===== src/verilog/dfe_cfg_map.vh =====
/*
  Register map of the converter front-end control bank: offsets, field positions,
  reset values and serial frame sizes.
  Assumes it is included by its bare name from design files only.
*/
`ifndef DFE_CFG_MAP_VH
`define DFE_CFG_MAP_VH

// ----------------------------------------------------------------
// Register offsets
// ----------------------------------------------------------------
`define DFE_ADDR_SERIAL_POWER 5'h00
`define DFE_ADDR_INTERP 5'h01
`define DFE_ADDR_FORMAT 5'h02
`define DFE_ADDR_SYNC 5'h03

// ----------------------------------------------------------------
// Serial port and power control fields
// ----------------------------------------------------------------
`define DFE_BIT_BIDIR 7
`define DFE_BIT_LSB_FIRST 6
`define DFE_BIT_SOFT_RESET 5
`define DFE_BIT_POWER_DOWN 4
`define DFE_BIT_AUTO_PD 3
`define DFE_BIT_PLL_LOCK 1
`define DFE_MASK_SERIAL_POWER 8'hf8

// ----------------------------------------------------------------
// Interpolation control fields
// ----------------------------------------------------------------
`define DFE_FLD_INTERP_HI 7
`define DFE_FLD_INTERP_LO 6
`define DFE_FLD_FILTER_MODE_HI 5
`define DFE_FLD_FILTER_MODE_LO 2
`define DFE_BIT_DCLK_DELAY_MSB 1
`define DFE_BIT_ZERO_STUFF 0

// ----------------------------------------------------------------
// Input format control fields
// ----------------------------------------------------------------
`define DFE_BIT_UNSIGNED 7
`define DFE_BIT_SINGLE_PORT 6
`define DFE_BIT_REAL_MODE 5
`define DFE_BIT_DCLK_DELAY_EN 4
`define DFE_BIT_INV_SINC 3
`define DFE_BIT_DCLK_INVERT 2
`define DFE_BIT_TXEN_INVERT 1
`define DFE_BIT_Q_FIRST 0

// ----------------------------------------------------------------
// Sync control: reserved bit software must set
// ----------------------------------------------------------------
`define DFE_BIT_SYNC_RSVD 6

// ----------------------------------------------------------------
// Reset values
// ----------------------------------------------------------------
`define DFE_RST_SERIAL_POWER 8'h00
`define DFE_RST_INTERP 8'h00
`define DFE_RST_FORMAT 8'h00
`define DFE_RST_SYNC 8'h00

// ----------------------------------------------------------------
// Serial frame: one instruction byte then one data byte
// ----------------------------------------------------------------
`define DFE_INSTR_READ_BIT 7
`define DFE_BITS_PER_BYTE 4'h8

`endif


===== src/verilog/dfe_cfg_regs.v =====
/*
  Control register bank 0x00..0x03 of a dual converter front end, reached over
  a 3-wire serial port (chip select, serial clock, serial data).
  Assumes the host frames each access with csActiveN low: one instruction byte
  (bit 7 high = read, low five bits = address) then one data byte. Serial clock
  is far slower than clk_sys; data is sampled on its rising edge, and read
  data is driven after its falling edge.
*/
// How it works
// - Direction bit makes the data pin also drive read data when set.
// - Bit order bit selects LSB-first shifting of every byte when set.
// - Writing soft reset 1 then 0 resets the whole register map.
// - Power-down bit disables all circuitry except the serial control port.
// - Auto power-down enable bit, reset to zero, drives auto power-down.
// - PLL lock bit is read only and reports the lock input.
// - Interpolation field picks 1x, 2x, 4x or 8x; resets to 00.
// - A bit supplies MSB of the five-bit data clock delay.
// - Zero stuffing enable bit, reset to zero.
// - Format bit selects unsigned binary when set, two's complement when clear.
// - Single port bit puts both channels on the first data port.
// - Real mode bit gates Q clocks and disables both modulators.
// - Delay enable bit applies the programmable data clock delay.
// - Inverse sinc filter enabled when set, bypassed when clear.
// - Invert bit puts data clock opposite to internal sample clock.
// - Invert bit flips transmit enable pin polarity, also I/Q select.
// - Q-first bit makes Q precede I in interleaved input.
// - Four-bit filter modulation mode field, reset to 0000.
// - Sync reserved bit six is stored and read back; software sets it.
`timescale 1ns/100ps
`include "dfe_cfg_map.vh"

module dfe_cfg_regs
(
  input wire clk_sys,
  input wire rst,
  input wire clkEn,
  input wire csActiveN,
  input wire serialClk,
  input wire serialDataIn,
  output reg serialDataOut,
  output reg serialDataOe,
  input wire pllLocked,
  output reg powerDown,
  output reg autoPowerDownEn,
  output reg [1:0] interpFactor,
  output reg [3:0] filterModMode,
  output reg dataClockDelayMsb,
  output reg zeroStuffEn,
  output reg unsignedFormat,
  output reg singlePort,
  output reg realMode,
  output reg qClockGate,
  output reg modulatorEnable,
  output reg dataClockDelayEn,
  output reg invSincEn,
  output reg dataClockInvert,
  output reg txEnableInvert,
  output reg qFirst,
  output reg syncReserved
);

  // ----------------------------------------------------------------
  // Frame sequencer states
  // ----------------------------------------------------------------
  localparam ST_IDLE = 2'b00;
  localparam ST_INSTR = 2'b01;
  localparam ST_DATA = 2'b10;
  localparam ST_DONE = 2'b11;

  reg [7:0] regSerial;
  reg [7:0] regInterp;
  reg [7:0] regFormat;
  reg [7:0] regSync;
  reg [1:0] state;
  reg [3:0] bitCount;
  reg [7:0] shiftIn;
  reg [7:0] shiftOut;
  reg isRead;
  reg [4:0] accessAddr;
  reg softResetArmed;
  reg [7:0] next_shiftIn;
  reg [7:0] readByte;

  wire csLevel;
  wire sclkRise;
  wire sclkFall;
  wire sdiLevel;
  wire frameActive;
  wire lsbFirst;

  // ----------------------------------------------------------------
  // Pin synchronisers
  // ----------------------------------------------------------------
  dfe_pin_sync csSync
  (
    .clk_sys(clk_sys),
    .rst(rst),
    .clkEn(clkEn),
    .pinIn(~csActiveN), // Active high, so reset level means idle
    .level(csLevel),
    .rise(),
    .fall()
  );

  dfe_pin_sync sclkSync
  (
    .clk_sys(clk_sys),
    .rst(rst),
    .clkEn(clkEn),
    .pinIn(serialClk),
    .level(),
    .rise(sclkRise),
    .fall(sclkFall)
  );

  dfe_pin_sync sdiSync
  (
    .clk_sys(clk_sys),
    .rst(rst),
    .clkEn(clkEn),
    .pinIn(serialDataIn),
    .level(sdiLevel),
    .rise(),
    .fall()
  );

  assign frameActive = csLevel;
  assign lsbFirst = regSerial[`DFE_BIT_LSB_FIRST];

  // ----------------------------------------------------------------
  // Helpers
  // ----------------------------------------------------------------
  // Reverse bit order of a byte
  function [7:0] flipByte;
    input [7:0] b;
    integer i;
    begin
      for (i = 0; i < 8; i = i + 1)
        flipByte[i] = b[7 - i];
    end
  endfunction

  // Register read mux, undefined bits of 0x00 and unused addresses forced low
  function [7:0] readMux;
    input [4:0] addr;
    input [7:0] rs;
    input [7:0] ri;
    input [7:0] rf;
    input [7:0] ry;
    input lock;
    begin
      case (addr)
        `DFE_ADDR_SERIAL_POWER:
          readMux = (rs & `DFE_MASK_SERIAL_POWER) | {6'h00, lock, 1'b0};
        `DFE_ADDR_INTERP: readMux = ri;
        `DFE_ADDR_FORMAT: readMux = rf;
        `DFE_ADDR_SYNC: readMux = ry;
        default: readMux = 8'h00;
      endcase
    end
  endfunction

  // ----------------------------------------------------------------
  // Incoming shift value
  // ----------------------------------------------------------------
  // Shift direction follows bit order setting
  always @*
  begin
    next_shiftIn = shiftIn;
    if (lsbFirst)
      next_shiftIn = {sdiLevel, shiftIn[7:1]};
    else
      next_shiftIn = {shiftIn[6:0], sdiLevel};
    readByte = readMux(next_shiftIn[4:0], regSerial, regInterp, regFormat, regSync, pllLocked);
  end

  // ----------------------------------------------------------------
  // Serial frame sequencer and register writes
  // ----------------------------------------------------------------
  // Bytes shift on rising serial clock, read data on falling
  always @(posedge clk_sys)
  begin
    if (rst)
    begin
      state <= ST_IDLE;
      bitCount <= 4'h0;
      shiftIn <= 8'h00;
      shiftOut <= 8'h00;
      isRead <= 1'b0;
      accessAddr <= 5'h00;
      softResetArmed <= 1'b0;
      regSerial <= `DFE_RST_SERIAL_POWER;
      regInterp <= `DFE_RST_INTERP;
      regFormat <= `DFE_RST_FORMAT;
      regSync <= `DFE_RST_SYNC;
      serialDataOut <= 1'b0;
      serialDataOe <= 1'b0;
    end
    else if (clkEn)
    begin
      if (!frameActive)
      begin
        state <= ST_IDLE;
        serialDataOe <= 1'b0;
      end
      else
      begin
        case (state)
          ST_IDLE:
          begin
            bitCount <= 4'h0;
            state <= ST_INSTR;
          end
          ST_INSTR:
          begin
            if (sclkRise)
            begin
              shiftIn <= next_shiftIn;
              bitCount <= bitCount + 4'h1;
              if (bitCount == `DFE_BITS_PER_BYTE - 4'h1)
              begin
                isRead <= next_shiftIn[`DFE_INSTR_READ_BIT];
                accessAddr <= next_shiftIn[4:0];
                shiftOut <= lsbFirst ? flipByte(readByte) : readByte;
                bitCount <= 4'h0;
                state <= ST_DATA;
              end
            end
          end
          ST_DATA:
          begin
            // Shift read data out in either mode; enable the pin only in bidirectional mode
            if (sclkFall && isRead)
            begin
              serialDataOut <= shiftOut[7];
              shiftOut <= {shiftOut[6:0], 1'b0};
              serialDataOe <= regSerial[`DFE_BIT_BIDIR];
            end
            if (sclkRise)
            begin
              shiftIn <= next_shiftIn;
              bitCount <= bitCount + 4'h1;
              if (bitCount == `DFE_BITS_PER_BYTE - 4'h1)
              begin
                state <= ST_DONE;
                if (!isRead)
                begin
                  case (accessAddr)
                    `DFE_ADDR_SERIAL_POWER:
                    begin
                      // Lock bit and undefined bits ignore writes
                      regSerial <= next_shiftIn & `DFE_MASK_SERIAL_POWER;
                      if (next_shiftIn[`DFE_BIT_SOFT_RESET])
                        softResetArmed <= 1'b1;
                      else if (softResetArmed)
                      begin
                        // One then zero: reset the map
                        softResetArmed <= 1'b0;
                        regSerial <= `DFE_RST_SERIAL_POWER;
                        regInterp <= `DFE_RST_INTERP;
                        regFormat <= `DFE_RST_FORMAT;
                        regSync <= `DFE_RST_SYNC;
                      end
                    end
                    `DFE_ADDR_INTERP: regInterp <= next_shiftIn;
                    `DFE_ADDR_FORMAT: regFormat <= next_shiftIn;
                    `DFE_ADDR_SYNC: regSync <= next_shiftIn;
                    default: regSync <= regSync;
                  endcase
                end
              end
            end
          end
          ST_DONE:
          begin
            if (sclkFall)
              serialDataOe <= 1'b0;
          end
          default: state <= ST_IDLE;
        endcase
      end
    end
  end

  // ----------------------------------------------------------------
  // Control outputs, registered from the bank
  // ----------------------------------------------------------------
  // Decoded controls for the datapath
  always @(posedge clk_sys)
  begin
    if (rst)
    begin
      powerDown <= 1'b0;
      autoPowerDownEn <= 1'b0;
      interpFactor <= 2'b00;
      filterModMode <= 4'h0;
      dataClockDelayMsb <= 1'b0;
      zeroStuffEn <= 1'b0;
      unsignedFormat <= 1'b0;
      singlePort <= 1'b0;
      realMode <= 1'b0;
      qClockGate <= 1'b0;
      modulatorEnable <= 1'b1;
      dataClockDelayEn <= 1'b0;
      invSincEn <= 1'b0;
      dataClockInvert <= 1'b0;
      txEnableInvert <= 1'b0;
      qFirst <= 1'b0;
      syncReserved <= 1'b0;
    end
    else if (clkEn)
    begin
      powerDown <= regSerial[`DFE_BIT_POWER_DOWN];
      autoPowerDownEn <= regSerial[`DFE_BIT_AUTO_PD];
      interpFactor <= regInterp[`DFE_FLD_INTERP_HI:`DFE_FLD_INTERP_LO];
      filterModMode <= regInterp[`DFE_FLD_FILTER_MODE_HI:`DFE_FLD_FILTER_MODE_LO];
      dataClockDelayMsb <= regInterp[`DFE_BIT_DCLK_DELAY_MSB];
      zeroStuffEn <= regInterp[`DFE_BIT_ZERO_STUFF];
      unsignedFormat <= regFormat[`DFE_BIT_UNSIGNED];
      singlePort <= regFormat[`DFE_BIT_SINGLE_PORT];
      realMode <= regFormat[`DFE_BIT_REAL_MODE];
      qClockGate <= regFormat[`DFE_BIT_REAL_MODE] | regSerial[`DFE_BIT_POWER_DOWN];
      modulatorEnable <= ~(regFormat[`DFE_BIT_REAL_MODE] | regSerial[`DFE_BIT_POWER_DOWN]);
      dataClockDelayEn <= regFormat[`DFE_BIT_DCLK_DELAY_EN];
      invSincEn <= regFormat[`DFE_BIT_INV_SINC];
      dataClockInvert <= regFormat[`DFE_BIT_DCLK_INVERT];
      txEnableInvert <= regFormat[`DFE_BIT_TXEN_INVERT];
      qFirst <= regFormat[`DFE_BIT_Q_FIRST];
      syncReserved <= regSync[`DFE_BIT_SYNC_RSVD];
    end
  end

endmodule


===== src/verilog/dfe_pin_sync.v =====
/*
  Three-stage pin synchroniser with agreement filter and edge pulses.
  Assumes the input is asynchronous to clk_sys; a change counts once the
  second and third stages agree.
*/
`timescale 1ns/100ps

module dfe_pin_sync
(
  input wire clk_sys,
  input wire rst,
  input wire clkEn,
  input wire pinIn,
  output reg level,
  output reg rise,
  output reg fall
);

  reg stage1;
  reg stage2;
  reg stage3;

  // ----------------------------------------------------------------
  // Synchroniser and filtered level
  // ----------------------------------------------------------------
  // Stage one feeds stage two only
  always @(posedge clk_sys)
  begin
    if (rst)
    begin
      stage1 <= 1'b0;
      stage2 <= 1'b0;
      stage3 <= 1'b0;
      level <= 1'b0;
      rise <= 1'b0;
      fall <= 1'b0;
    end
    else if (clkEn)
    begin
      stage1 <= pinIn;
      stage2 <= stage1;
      stage3 <= stage2;
      rise <= 1'b0;
      fall <= 1'b0;
      if (stage2 == stage3 && stage3 != level)
      begin
        level <= stage3;
        rise <= stage3;
        fall <= ~stage3;
      end
    end
  end

endmodule


===== config.mk =====
export PLATFORM = sky130hd
export DESIGN_NAME = dfe_cfg_regs
export DESIGN_NICKNAME = d
export VERILOG_FILES = /design/src/verilog/dfe_cfg_regs.v /design/src/verilog/dfe_pin_sync.v
export VERILOG_INCLUDE_DIRS = /design/src /design/src/verilog
export SDC_FILE = /design/constraint.sdc
export NUM_CORES = 1
export LEC_CHECK = 0
export BUFFER_PORTS_ARGS = -buffer_cell sky130_fd_sc_hd__buf_2
export CORE_MARGIN = 2
export CORE_UTILIZATION = 55
export DETAILED_ROUTE_END_ITERATION = 7
export GPL_ROUTABILITY_DRIVEN = 1
export PLACE_DENSITY = 0.74
export SLEW_MARGIN = 0
export SYNTH_ARGS = -nofsm -noshare
export SYNTH_HDL_FRONTEND = slang
export SYNTH_SLANG_ARGS = --single-unit

===== constraint.sdc =====
create_clock -name clk_sys -period 4.4 [get_ports clk_sys]
set_clock_uncertainty 0.1 [all_clocks]
set_input_delay 0.44 -clock clk_sys [delete_from_list [all_inputs] [get_ports clk_sys]]
set_output_delay 0.44 -clock clk_sys [all_outputs]
set_load 0.05 [all_outputs]

Word-level counts from Yosys, hierarchy flattened. Index checks and enable logic that the tools add are counted.

Flip-flop bits (word level): 98. Latch bits: 0. RAM bits: 0. Memory bits (read-only): 0. Input bits: 7. Output and inout port bits: 23. Word-level logic and storage cells: 139. Memories kept: 0.

Add/sub/neg operators: 1. Multipliers: 0. Div/mod/pow operators: 0. $lt $le $gt $ge: 0. Eq/ne operators: 30. Shifts and indexed selects: 0. Multiplexer cells: 31. Bitwise gates (word level): 6. Reduce and logical (&&, ||, !) cells: 27.

Operator list (count): 2-to-1 mux 8 bit (9); case mux 8 bit (2 select lines) (4); case mux 8 bit (4 select lines) (1); AND reduction 9 bit (3); equality test 5 x 2 -> 1 bit (second input constant) (4); 2-to-1 mux 4 bit (3); != test 3 bit (second input constant) (4); case mux 4 bit (3 select lines) (1); AND reduction 4 bit (3); AND reduction 6 bit (2); equality test 5 x 1 -> 1 bit (second input constant) (2); zero test 5 bit (2); 2-to-1 mux 2 bit (5); AND reduction 5 bit (2); != test 3 x 2 -> 1 bit (second input constant) (3); != test 2 bit (second input constant) (4); bitwise OR 8 x 2 -> 8 bit (1); nonzero test 2 bit (4); AND reduction 7 bit (1); 2-to-1 mux 1 bit (6); case mux 2 bit (3 select lines) (1); AND reduction 2 bit (3); adder 4 x 1 -> 4 bit (second input constant) (1); equality test 2 bit (second input constant) (2); other kinds (13) (24).

Depth between registers and ports, before layout.
Word-level depth: 7. Mapped depth: 8. Depth with buffers taken out: 7.

Modules after synthesis. From an unflattened synthesis, not the netlist that was laid out.

Cells, all modules: 486. Area total of the unflattened synthesis: 4535.6 sq um.

By module, submodules not included: dfe_cfg_regs (instances 1, cells an instance 414, area an instance 3754.9 sq um, seq. area each 1601.5 sq um); dfe_pin_sync (instances 3, cells an instance 24, area an instance 260.2 sq um, seq. area each 120.1 sq um).

Worst setup path after synthesis. No wires, ideal clock.

Kind: reg2reg. From: register state[0]. To: register shiftOut[3]. Library setup time: 0.087 ns. Arrival time: 1.930 ns. Required time: 4.213 ns. Setup slack: 2.283 ns. Stages on the path, launching flop included: 9. Buffers on the path: 2. Period minus slack after synthesis: 2.117 ns. Path through: dfxtp_1 > inv_1 > ha_1 > nand2b_1 > a221oi_1 > clkbuf_1 > clkbuf_1 > nor2_1 > o31ai_1.

Longest elaborated chain between the ends: 3. Elaborated cells on any way between the ends: 8. Those cells by class: eq/ne: 5; mux: 1; reduce/logical: 2.

RTL lines: start, declared (line dfe_cfg_regs.v:74) `reg [1:0] state;`; start signal, assigned (line dfe_cfg_regs.v:185) `state <= ST_IDLE;`; start signal, assigned (line dfe_cfg_regs.v:203) `state <= ST_IDLE;`; start signal, assigned (line dfe_cfg_regs.v:212) `state <= ST_INSTR;`; equality test 2 x 1 -> 1 bit / equality test 2 bit (equally long branches) (line dfe_cfg_regs.v:208) `case (state)`; != test 2 bit (no line), or another cell as far along; AND reduction 6 bit (no line); end signal, assigned (line dfe_cfg_regs.v:224) `shiftOut <= lsbFirst ? flipByte(readByte) : readByte;`; end signal, assigned (line dfe_cfg_regs.v:236) `shiftOut <= {shiftOut[6:0], 1'b0};`; end, declared (line dfe_cfg_regs.v:77) `reg [7:0] shiftOut;`.

Several ways; a longest one is shown, not always the timed one. A chain may end at the register's enable or synchronous reset.

Worst setup path after layout.
From: register state[0]. To: register regFormat[2] (netlist: readMux.rf[2]).

Longest elaborated chain between the ends: 2.

RTL lines: equality test 2 bit (line dfe_cfg_regs.v:208); AND reduction 9 bit (no line); end signal, assigned (line dfe_cfg_regs.v:194) `` regFormat <= `DFE_RST_FORMAT; ``; end signal, assigned (line dfe_cfg_regs.v:261) `` regFormat <= `DFE_RST_FORMAT; ``; end signal, assigned (line dfe_cfg_regs.v:266) `` `DFE_ADDR_FORMAT: regFormat <= next_shiftIn; ``; end, declared (line dfe_cfg_regs.v:72) `reg [7:0] regFormat;`.

Every way passes these cells.

==> results.ini <==
[synthesis]
syn_inst = 478
yosysWarnings = 0
ys_seq_elements = 94
syn_avg_cell_area_um2 = 8.87
ys.flop_type = dfxtp_1
synth.largest_area_cell = dfxtp_1
synth_top_area_share = 0.444
seq_area_frac_synth = 0.444
async_flop_share = 0
syn_nets = 490
yosysMostFrequentCell = dfxtp_1
syn-cell-area_um2 = 4240
synth_common_cells = dfxtp_1 (94), nor2_1 (66), mux2i_1 (51), a21oi_1 (42), nand2_1 (28)
synth.top_cells.by_area = dfxtp_1 (44%), mux2i_1 (12%), nor2_1 (5.8%)
synth.distinct_cells = 49
synth_edf_count = 0

[routing]
drcViolationCount = 0
wl_met1_mm = 4.79
firstDrtPassIters = 5
top_layer = met4
vias = 3550
viasPerCell = 5.94
wire_per_inst_um = 16.3
drtAntennaViolNets = 0
wl_met3_um = 364
wirelength_mm = 9.78
met2_length_mm = 4.43
first_iter_violations = 276

[clock_tree]
cts_hold_buf = 0
cts-root-buf = clkbuf_8
cts_buffers = 9
cts_setup_buffers = 0
clock_sinks = 94
clockBufferDepth = 2
post_cts_resized = 0
clk_pin_slew_worst_paths_ns = 0.09
cts_tree = done
htreeDepth = 3
clock_latency_ns = 0.36

[grt]
track_usage = 0.239
overflow = 0
grt_pass1_vias = 3286
antenna_found_initial = 0
grt_max_degree = 51
grt_pass1_wl_mm = 16.2

[final_layout]
synthToLayoutAreaGrowth_pct = 9.06
nets = 503
diodes = 0
drive_above_1_share = 0.119

[timing]
worstMarginPinSlew_ns = 1.04
final_max_slew_viol_count = 0
period_share = 0.634
fin_tns_setup_ns = 0
max_slew_margin = 0.299
fin_crit_ns = 2.79
finalHoldViolCount = 0
hold_ws_ns = 0.146
setup_viol = 0
rsz0062_at_grt = false
fmax_ghz = 0.358

[power_and_ir_drop]
power_leakage_nw = 1.69
vdd_drop_max_v = 0.000227
power_density_nw_per_um2 = 325

[floorplanning]
pin_count = 30
start_util = 0.557
die_h_um = 91.8
die_x_um = 91.8
rows = 32
die_area_um2 = 8430
coreArea_um2 = 7610

[placement]
hpwlAfterDp_mm = 6.62
gp_congestion = 0.928
io_buffer_count = 29

[setup_path]
required_ns = 4.51
arrival_ns = 2.90
critical_path.top_delay_family = simple AND/OR/NAND/NOR gates
path_buf_inv = 1
worstPathCellList = inv_1, ha_1, and4b_1, nand3_1, nor3_2, nand2b_1, a21oi_1
critPathKind = reg -> reg
worstSetupEndpointType = register
cp_slowest_cell = nor3_2
start_kind = register
slowest_delay_ns = 0.68
critPathMaxFanout = 16

[run_status]
outcome = finished, final reports clean

[job]
max-cap-violations = 0

[hold_path]
hp-class = in -> reg

cell usage in the layout (no fill, tap or decap), types with 5 or more instances in the layout:
cell and instances:
nand2b_1 11, nand2_1 28, mux2_2 7, clkbuf_8 10, nor3_1 12, buf_2 29, nor2_1 66, inv_1 11
a211oi_1 14, ha_1 5, nand4_1 5, o21ai_0 15, a21oi_1 42, dfxtp_1 94, nand3_1 25, nor2b_1 5
mux2i_1 51, a22o_1 7
area by class of cell:
type                    instances  area [um2]
multi-input cells             343        2200
repair buffers                 32         168
inverters                      11        41.3
fillers                       678        2980
flip-flops and latches         94        1880
clock buffers                  11         141
well taps                     102         128
clock inverters                 5        66.3
cell families after synthesis:
kind of cell | Yosys count | synth area share
adder cells (fa/ha/maj) | 5 | 0.0148
AND/OR/NAND/NOR | 175 | 0.199
multiplexers | 60 | 0.150
AO/OA/AOI/OAI | 103 | 0.155
buffers and inverters | 41 | 0.0378
flip-flops | 94 | 0.444
worst register-to-register path, delay by kind of cell (launching register included):
family                     cells  cell delay, ns
DFF                            1            0.35
buffers and inverters          1            0.09
and+or+nand+nor                4            1.51
adders and majority gates      1            0.53
AOI/OAI and AO/OA              1            0.07
flip-flops by register name, indices dropped and copies added, names as in the netlist, 2 cells and up:
name / flops
readMux.rf: 8
readMux.ri: 8
readMux.ry: 8
shiftIn: 8
shiftOut: 8
accessAddr: 5
readMux.rs: 5
bitCount: 4
filterModMode: 4
interpFactor: 2
state: 2
final timing paths:
| kind | start | end | slack, ns | depth (start not counted) |
|---|---|---|---|---|
| hold reg to reg | modulatorEnable | modulatorEnable | 0.36 | 2 |
| setup reg to reg | state[0] | readMux.rf[2] | 1.61 | 7 |
| hold / removal | csActiveN | csSync.stage1 | 0.15 | 2 |
| setup / recovery | state[0] | readMux.rf[2] | 1.61 | 7 |
per-stage QoR:
step / worst slack [ns] / instances / power, mW / util / instance area (um2)
after floorplan: 2.28 / 478 / 0.912 / - / 4240
after global placement: 1.79 / 582 / 0.921 / 0.580 / 4420
after detailed placement: 1.68 / 582 / 0.923 / 0.580 / 4420
after CTS: 1.61 / 598 / 1.50 / 0.608 / 4620
after global routing: 1.39 / 598 / 1.54 / 0.608 / 4620
final: 1.61 / 598 / 1.50 / 0.608 / 4620
layer usage:
metal | vias up | track usage
met5 | - | 0
met4 | 0 | 0.0920
met3 | 18 | 0.0378
met2 | 90 | 0.381
met1 | 1701 | 0.327
li1 | 1741 | -
power by group:
group / switching [mW] / total (mW) / leakage, nW / internal (mW)
Combinational: 0.0329 / 0.0465 / 0.829 / 0.0136
Clock: 0.312 / 0.597 / 0.102 / 0.286
Sequential: 0.00259 / 0.857 / 0.758 / 0.854
Note: power is estimated with default switching activity, not from simulation.
